--- config.mk ---
export PLATFORM = sky130hd
export DESIGN_NAME = nand_host
export DESIGN_NICKNAME = d
export VERILOG_FILES = /design/src/pkg/nand_host_pkg.sv /design/src/design/nand_host.sv /design/src/design/pin_sync.sv
export SDC_FILE = /design/constraint.sdc
export NUM_CORES = 1
export LEC_CHECK = 0
export ABC_AREA = 1
export BUFFER_PORTS_ARGS = -buffer_cell sky130_fd_sc_hd__buf_2
export CORE_AREA = 2 2 83 85
export DETAILED_ROUTE_END_ITERATION = 6
export DIE_AREA = 0 0 85 87
export PLACE_DENSITY = 0.83
export REMOVE_ABC_BUFFERS = 1
export SLEW_MARGIN = 15
export SYNTH_ARGS = -nofsm -noshare
export SYNTH_HDL_FRONTEND = slang
export SYNTH_HIERARCHICAL = 1
export SYNTH_SLANG_ARGS = --single-unit
--- constraint.sdc ---
create_clock -name clk_in -period 2.6 [get_ports clk_in]
set_input_delay 0.26 -clock clk_in [delete_from_list [all_inputs] [get_ports clk_in]]
set_output_delay 0.26 -clock clk_in [all_outputs]
set_load 0.05 [all_outputs]
--- src/pkg/nand_host_pkg.sv ---
package nand_host_pkg;
  // command codes
  localparam logic [7:0] CMD_READ_ID = 8'h90;
  localparam logic [7:0] CMD_DUMMY = 8'h00;
  localparam logic [7:0] CMD_STATUS = 8'h70;
  localparam logic [7:0] CMD_STATUS_DIE0 = 8'hF2;
  localparam logic [7:0] CMD_STATUS_DIE1 = 8'hF3;
  localparam logic [7:0] ID_ADDR = 8'h00;
  // address field widths and positions
  localparam int COL_W = 12;
  localparam int ROW_W = 19;
  localparam int ADDR_CYCLES = 5;
  localparam int ID_BYTES = 5;
  localparam int DIE_ROW_BIT = 18;
  localparam logic [3:0] HIGH_NIBBLE_LOW = 4'h0;
  localparam logic [4:0] CYC5_UPPER_LOW = 5'h00;
  // fifth id byte fields
  localparam int ID5_PLANES_LO = 2;
  localparam int ID5_SIZE_LO = 4;
  // strobe phase length in clocks (10 ns each)
  localparam int PHASE_NS = 30;
  localparam int CLK_NS = 10;
  localparam int PHASE_CYC = (PHASE_NS + CLK_NS - 1) / CLK_NS;
  localparam logic [2:0] PHASE_LAST = 3'(PHASE_CYC - 1);
  // operation kinds requested by the user
  typedef enum logic [2:0] {
    OP_CMD, OP_ADDR5, OP_WRITE, OP_READ, OP_READ_ID, OP_DIE_STATUS
  } op_e;
endpackage

--- src/design/nand_host.sv ---
`timescale 1ns/100ps
`default_nettype none
module nand_host
  import nand_host_pkg::*;
(
  // clock and reset
  input wire logic clk_in,
  input wire logic rst_n_in,
  // user request
  input wire logic req_valid_in,
  output logic req_ready_out,
  input wire logic [2:0] req_op_in,
  input wire logic [7:0] req_byte_in,
  input wire logic [COL_W-1:0] req_col_in,
  input wire logic [ROW_W-1:0] req_row_in,
  input wire logic wp_allow_in,
  // user answer
  output logic rsp_valid_out,
  output logic [7:0] rsp_byte_out,
  output logic [2:0] id5_planes_log2_out,
  output logic [2:0] id5_size_code_out,
  output logic busy_out,
  // flash pins
  output logic ce_n_out,
  output logic cle_out,
  output logic ale_out,
  output logic we_n_out,
  output logic re_n_out,
  output logic wp_n_out,
  input wire logic rb_n_in,
  input wire logic [7:0] io_in,
  output logic [7:0] io_out,
  output logic io_oe_out
);
  typedef enum {ST_IDLE, ST_SETUP, ST_LOW, ST_HIGH, ST_RLOW, ST_RHIGH} st_e;
  st_e st, next_st; // bus phase
  op_e op, next_op; // current operation
  logic [2:0] cnt, next_cnt; // phase clock count
  logic [2:0] idx, next_idx; // byte index within operation
  logic [7:0] io, next_io; // driven byte
  logic cle, next_cle, ale, next_ale, oe, next_oe;
  logic we_n, next_we_n, re_n, next_re_n;
  logic [COL_W-1:0] col, next_col; // latched column
  logic [ROW_W-1:0] row, next_row; // latched row
  logic [7:0] rsp, next_rsp;
  logic rsp_v, next_rsp_v;
  logic [2:0] pl, next_pl, sz, next_sz;
  logic after_id, next_after_id; // id mode still active in device
  logic rb_level, phase_done; // filtered ready level, phase end

  // filtered ready/busy pin, low is busy
  pin_sync u_rb (
    .clk_in(clk_in),
    .rst_n_in(rst_n_in),
    .pin_in(rb_n_in),
    .level_out(rb_level)
  );
  //////////////////////////////////////////////////////////////////////
  // address cycle byte, column low first then row
  function automatic logic [7:0] addr_byte(input logic [2:0] i,
      input logic [COL_W-1:0] c, input logic [ROW_W-1:0] r);
    logic [30:0] a;
    a = {r, c};
    case (i)
      3'h0: addr_byte = a[7:0];
      3'h1: addr_byte = {HIGH_NIBBLE_LOW, a[11:8]};
      3'h2: addr_byte = a[19:12];
      3'h3: addr_byte = a[27:20];
      3'h4: addr_byte = {CYC5_UPPER_LOW, a[30:28]};
      default: addr_byte = 8'h00;
    endcase
  endfunction
  // die status command from row msb
  function automatic logic [7:0] die_cmd(input logic [ROW_W-1:0] r);
    die_cmd = r[DIE_ROW_BIT] ? CMD_STATUS_DIE1 : CMD_STATUS_DIE0;
  endfunction
  assign phase_done = (cnt == PHASE_LAST);
  // no request is offered a handshake while the filtered ready level is low
  assign req_ready_out = (st == ST_IDLE) && rb_level;
  //////////////////////////////////////////////////////////////////////
  // sequencer next state
  always_comb begin
    next_st = st;
    next_op = op;
    next_cnt = phase_done ? 3'h0 : cnt + 3'h1;
    next_idx = idx;
    next_io = io;
    next_cle = cle;
    next_ale = ale;
    next_oe = oe;
    next_we_n = we_n;
    next_re_n = re_n;
    next_col = col;
    next_row = row;
    next_rsp = rsp;
    next_rsp_v = 1'b0;
    next_pl = pl;
    next_sz = sz;
    next_after_id = after_id;
    case (st)
      ST_IDLE: begin
        next_cnt = 3'h0;
        next_oe = 1'b0;
        next_cle = 1'b0;
        next_ale = 1'b0;
        if (req_valid_in && rb_level) begin // wait while busy
          next_op = op_e'(req_op_in);
          next_idx = 3'h0;
          next_col = req_col_in;
          next_row = req_row_in;
          next_st = ST_SETUP;
          case (op_e'(req_op_in))
            OP_CMD: begin
              // plain status after id needs a dummy first
              if (after_id && req_byte_in == CMD_STATUS) begin
                next_io = CMD_DUMMY;
                next_idx = 3'h7;
              end else begin
                next_io = req_byte_in;
              end
              next_cle = 1'b1;
              next_oe = 1'b1;
              next_after_id = (req_byte_in == CMD_READ_ID);
            end
            OP_ADDR5: begin
              next_io = addr_byte(3'h0, req_col_in, req_row_in);
              next_ale = 1'b1;
              next_oe = 1'b1;
            end
            OP_WRITE: begin
              next_io = req_byte_in;
              next_oe = 1'b1;
            end
            OP_READ_ID: begin
              next_io = CMD_READ_ID;
              next_cle = 1'b1;
              next_oe = 1'b1;
              next_after_id = 1'b1;
            end
            OP_DIE_STATUS: begin
              next_io = die_cmd(req_row_in);
              next_cle = 1'b1;
              next_oe = 1'b1;
              next_after_id = 1'b0;
            end
            default: begin // single read
              next_st = ST_RLOW;
            end
          endcase
        end
      end
      ST_SETUP: begin // setup before strobe
        if (phase_done) begin
          next_we_n = 1'b0;
          next_st = ST_LOW;
        end
      end
      ST_LOW: begin // strobe low phase
        if (phase_done) begin
          next_we_n = 1'b1; // rising edge latches
          next_st = ST_HIGH;
        end
      end
      ST_HIGH: begin // hold, then next byte
        if (phase_done) begin
          next_st = ST_IDLE;
          next_cle = 1'b0;
          next_ale = 1'b0;
          next_oe = 1'b0;
          if (op == OP_CMD && idx == 3'h7) begin
            next_idx = 3'h0;
            next_io = CMD_STATUS; // real status follows
            next_cle = 1'b1;
            next_oe = 1'b1;
            next_st = ST_SETUP;
          end else if (op == OP_ADDR5 && idx != 3'(ADDR_CYCLES - 1)) begin
            next_idx = idx + 3'h1;
            next_io = addr_byte(idx + 3'h1, col, row);
            next_ale = 1'b1;
            next_oe = 1'b1;
            next_st = ST_SETUP;
          end else if (op == OP_READ_ID && idx == 3'h0) begin
            next_idx = 3'h1;
            next_io = ID_ADDR;
            next_ale = 1'b1;
            next_oe = 1'b1;
            next_st = ST_SETUP;
          end else if (op == OP_READ_ID) begin
            next_idx = 3'h0;
            next_st = ST_RLOW; // begin id byte reads
          end
        end
      end
      ST_RLOW: begin // read strobe low, device drives bus
        next_re_n = 1'b0;
        if (phase_done) begin
          next_rsp = io_in;
          next_rsp_v = 1'b1;
          next_re_n = 1'b1;
          next_st = ST_RHIGH;
          if (op == OP_READ_ID && idx == 3'(ID_BYTES - 1)) begin
            next_pl = {1'b0, io_in[ID5_PLANES_LO +: 2]};
            next_sz = io_in[ID5_SIZE_LO +: 3];
          end
        end
      end
      ST_RHIGH: begin // read recovery
        if (phase_done) begin
          next_st = ST_IDLE;
          if (op == OP_READ_ID && idx != 3'(ID_BYTES - 1)) begin
            next_idx = idx + 3'h1;
            next_st = ST_RLOW;
          end
        end
      end
      default: next_st = ST_IDLE;
    endcase
  end

  // sequencer registers
  always_ff @(posedge clk_in) begin
    if (!rst_n_in) begin
      st <= ST_IDLE;
      op <= OP_CMD;
      cnt <= 3'h0;
      idx <= 3'h0;
      io <= 8'h00;
      cle <= 1'b0;
      ale <= 1'b0;
      oe <= 1'b0;
      we_n <= 1'b1;
      re_n <= 1'b1;
      col <= '0;
      row <= '0;
      rsp <= 8'h00;
      rsp_v <= 1'b0;
      pl <= 3'h0;
      sz <= 3'h0;
      after_id <= 1'b0;
    end else begin
      st <= next_st;
      op <= next_op;
      cnt <= next_cnt;
      idx <= next_idx;
      io <= next_io;
      cle <= next_cle;
      ale <= next_ale;
      oe <= next_oe;
      we_n <= next_we_n;
      re_n <= next_re_n;
      col <= next_col;
      row <= next_row;
      rsp <= next_rsp;
      rsp_v <= next_rsp_v;
      pl <= next_pl;
      sz <= next_sz;
      after_id <= next_after_id;
    end
  end

  //////////////////////////////////////////////////////////////////////
  // pin drive; cle and ale never both set
  assign ce_n_out = 1'b0;
  assign cle_out = cle;
  assign ale_out = ale & ~cle;
  assign we_n_out = we_n;
  assign re_n_out = re_n;
  assign wp_n_out = wp_allow_in;
  assign io_out = io;
  assign io_oe_out = oe & re_n;
  assign rsp_valid_out = rsp_v;
  assign rsp_byte_out = rsp;
  assign id5_planes_log2_out = pl;
  assign id5_size_code_out = sz;
  assign busy_out = ~rb_level;
endmodule // nand_host
`default_nettype wire

--- src/design/pin_sync.sv ---
`timescale 1ns/100ps
`default_nettype none
// three-stage input filter; change accepted when stages two and three agree
module pin_sync
  import nand_host_pkg::*;
(
  // clock and reset
  input wire logic clk_in,
  input wire logic rst_n_in,
  // pin and filtered level
  input wire logic pin_in,
  output logic level_out
);
  logic [2:0] stage; // shift chain
  logic next_level; // filtered value

  //////////////////////////////////////////////////////////////////////
  // next value
  always_comb begin
    next_level = level_out;
    if (stage[1] == stage[2]) begin
      next_level = stage[2];
    end
  end

  // registers
  always_ff @(posedge clk_in) begin
    if (!rst_n_in) begin
      stage <= 3'h7;
      level_out <= 1'b1;
    end else begin
      stage <= {stage[1:0], pin_in};
      level_out <= next_level;
    end
  end
endmodule // pin_sync
`default_nettype wire

==> results.yml <==
clock_tree:
  tritoncts_clock_tree: "built"
  tritoncts_num_sinks: 75
  ctsRootBufferMaster: "sky130_fd_sc_hd__clkbuf_8"
  cts-root-to-sink-buffers: 2
  cts-resized-gates: 0
  postCtsSetupRepairBufs: 0
  cts.clk_slew.worst_paths_ps: 80
  clk_latency_ps: 370
  holdBufCountCts: 0
  cts_h_tree_depth: 3
  numCtsBuffers: 9
drt:
  finalWirelength_mm: 9.68
  drt-wirelength-per-cell_um: 13.6
  drt_first_pass_iters: 6
  route.detailed.drc: 0
  vias: 3947
  antenna_violation_net_count_after_detailed_routing: 0
  drt_first_iter_violations: 235
  avgViaCountPerCell: 5.55
sta:
  tightestPinTransition_ps: 616
  timing.final.hold_violations: 0
  holdWs_ps: 61.2
  finalMaxSlewViolations: 0
  final.period_utilization: 0.809
  min_tclk_post_route_ps: 2100
  timing.final.setup_violations: 0
  setup_tns_ps: 0
  max_freq_mhz: 476
  timing.clock.skew_ps: 13.2
  slew_headroom: 0.590
  grt_setup_unrepaired: "no"
synthesis:
  synth_top_cell_area_share: 0.410
  synth_common_cells: "139 x sky130_fd_sc_hd__nand2_1, 75 x sky130_fd_sc_hd__dfxtp_1, 62 x sky130_fd_sc_hd__a21oi_1, 59 x sky130_fd_sc_hd__inv_1, 57 x sky130_fd_sc_hd__nand3_1"
  yosys.cell_count.top_type: "sky130_fd_sc_hd__nand2_1"
  netlist.top_cell.by_area: "sky130_fd_sc_hd__dfxtp_1"
  synthesis.area_per_instance_um2: 6.73
  async_flop_share: 0
  ys_ff_latch: 75
  netlist_top_cells_area: "sky130_fd_sc_hd__dfxtp_1 41%, sky130_fd_sc_hd__nand2_1 14%, sky130_fd_sc_hd__a21oi_1 8.5%, sky130_fd_sc_hd__nand3_1 7.8%, sky130_fd_sc_hd__inv_1 6.0%"
  post_synth_instance_area_um2: 3660
  yosys_warnings: 6
  seq_area_frac_synth: 0.410
  synth_enable_flop_cells: 0
  netlist-cell-type-count: 28
  synthFlopType: "sky130_fd_sc_hd__dfxtp_1"
  mapped_cells: 544
pwr:
  p_per_area_nw_per_um2: 934
  cell_internal_pwr_mw: 2.46
  pwr-share-clk: 0.282
  leakagePower_nw: 2.13
  pwr-share-comb: 0.359
  netSwitchingPower_mw: 1.64
  switching_share: 0.400
  power.sequential.fraction: 0.360
  vdd.ir_drop.worst_uv: 583
run:
  max-cap-violations: 0
placed_design:
  io_buffers: 82
  dp.final_hpwl_mm: 7.07
  place.gp.congestion: 0.887
floorplan:
  floorplan.io_pins: 87
  die_w_um: 85
  design.core.area_um2: 6570
  row_count: 30
  chipHeight_um: 87
  initial_core_util: 0.557
  fp.dieArea_um2: 7400
setup_path:
  timing.critical_path.slowest_cell_delay_ps: 440
  worst-setup-path-type: "reg -> reg"
  crit_path_start_kind: "flop"
  cp_data_arrival_time_ps: 2410
  critPathRequiredTime_ps: 2910
  path_cells: "inv_1, ha_1, nand2_1, nand4_1, inv_1, nand2_1, nor2_1, nand2_1, nand2_1, nor2_1, nor2_1"
  crit_path_max_fanout: 6
  critical_path.slowest_cell: "sky130_fd_sc_hd__dfxtp_1"
  crit_path_end_kind: "flop"
  worst_path_most_repeated_cell: "sky130_fd_sc_hd__nand2_1"
global_route:
  grt_max_degree: 38
  grt_pass1_wl_mm: 15.9
  track_usage: 0.269
  grt_pass1_vias: 3666
  grt_remaining_overflow: 0
  antenna_violations_before_repair: 0
cells_and_area:
  layout-drive-gt1-share: 0.187
  area_delta_synth_final_pct: 20.0
  diodes: 0
  final_nets: 689
hold_path:
  min_path_type: "in -> reg"
run_status:
  outcome: "finished clean"
==> stage by stage <==
step                cells  utilization  instance area [um^2]  setup slack, ps  power, mW
global placement      695        0.629                  4130              667       2.91
detailed placement    695        0.629                  4130              564       2.95
CTS                   711        0.669                  4390              521       4.09
finish                711        0.669                  4390              497       4.10
floorplan             526            -                  3570              573       2.54
global route          711        0.669                  4390              265       4.34
==> final timing paths <==
check        cells past startpoint           from             to  slack, ps
max reg2reg                     11         idx[0]      io_out[0]        500
min reg2reg                      2  u_rb/stage[0]  u_rb/stage[1]        420
max                             11         idx[0]      io_out[0]        500
min                              3        rb_n_in  u_rb/stage[0]         60
==> registers in the layout, indices dropped and copies added, names as in the netlist <==
| name | cells |
|---|---|
| after_id | 1 |
| ale | 1 |
| cle_out | 1 |
| cnt | 3 |
| col | 12 |
| id5_planes_log2_out | 2 |
| id5_size_code_out | 3 |
| idx | 3 |
| io_out | 8 |
| oe | 1 |
| op | 3 |
| re_n_out | 1 |
| row | 19 |
| rsp_byte_out | 8 |
| rsp_valid_out | 1 |
| st | 3 |
| u_rb/level_out | 1 |
| u_rb/stage | 3 |
| we_n_out | 1 |
==> layout by cell type, fill, tap and decap left out <==
master / n
sky130_fd_sc_hd__inv_6: 1
sky130_fd_sc_hd__a22o_1: 3
sky130_fd_sc_hd__nor3_1: 2
sky130_fd_sc_hd__nand2_1: 139
sky130_fd_sc_hd__xnor2_1: 1
sky130_fd_sc_hd__o21ai_1: 4
sky130_fd_sc_hd__clkinv_4: 1
sky130_fd_sc_hd__nor2_1: 51
sky130_fd_sc_hd__nor2_4: 1
sky130_fd_sc_hd__a31oi_1: 3
sky130_fd_sc_hd__nor2_2: 3
sky130_fd_sc_hd__buf_2: 82
sky130_fd_sc_hd__conb_1: 2
sky130_fd_sc_hd__o21ai_0: 33
sky130_fd_sc_hd__inv_1: 59
sky130_fd_sc_hd__a211oi_1: 2
sky130_fd_sc_hd__nand4_1: 7
sky130_fd_sc_hd__o22ai_1: 1
sky130_fd_sc_hd__dfxtp_1: 75
sky130_fd_sc_hd__nand3_1: 57
sky130_fd_sc_hd__inv_2: 4
sky130_fd_sc_hd__a21oi_1: 62
sky130_fd_sc_hd__bufinv_16: 3
sky130_fd_sc_hd__buf_4: 7
sky130_fd_sc_hd__a21boi_0: 2
sky130_fd_sc_hd__nor3_2: 2
sky130_fd_sc_hd__clkbuf_8: 11
sky130_fd_sc_hd__nand3_2: 1
sky130_fd_sc_hd__o211ai_1: 2
sky130_fd_sc_hd__nand2_2: 2
sky130_fd_sc_hd__ha_1: 8
==> metal layers <==
layer	global-route usage	part of all wire
met5	0	0
met4	0.128	0.030
met3	0.0569	0.069
met2	0.460	0.48
met1	0.322	0.42
==> final cells by class <==
class                      instances  area [um^2]
clock buffer                      11          151
multi-input combinational        388         1830
tap                               80          100
inverter                          63          236
fill                             580         2180
sequential                        75         1500
clock inverter                     5          108
timing repair buffer              89          463
==> power groups by stage <==
| stage | Combinational, mW | Sequential, mW | Clock (mW) |
|---|---|---|---|
| 2_1_floorplan | 0.904 | 1.63 | 0 |
| 3_3_place_gp | 1.41 | 1.49 | 0 |
| 3_5_place_dp | 1.45 | 1.50 | 0 |
| 4_1_cts | 1.46 | 1.47 | 1.15 |
| 5_1_grt | 1.64 | 1.50 | 1.20 |
| 6_report | 1.47 | 1.48 | 1.16 |
==> cell families (layout without fill, tap and decap cells) <==
kind of cell    count (synthesis)  count (layout)  synth area share
compound gates                112             112             0.162
xor+xnor                        1               1           0.00239
fa+ha+maj                       8               8            0.0273
buf+inv                        82             168            0.0902
flops                          75              75             0.410
other cells                     1               2           0.00102
simple gates                  265             265             0.307
==> critical path, delay by kind of cell, from the launching register on <==
family,cells,cell delay (ps)
AND/OR/NAND/NOR,8,1020
flip-flops,1,440
buffers and inverters,2,320
adder cells (fa/ha/maj),1,260
(Power assumes the default switching activity.)
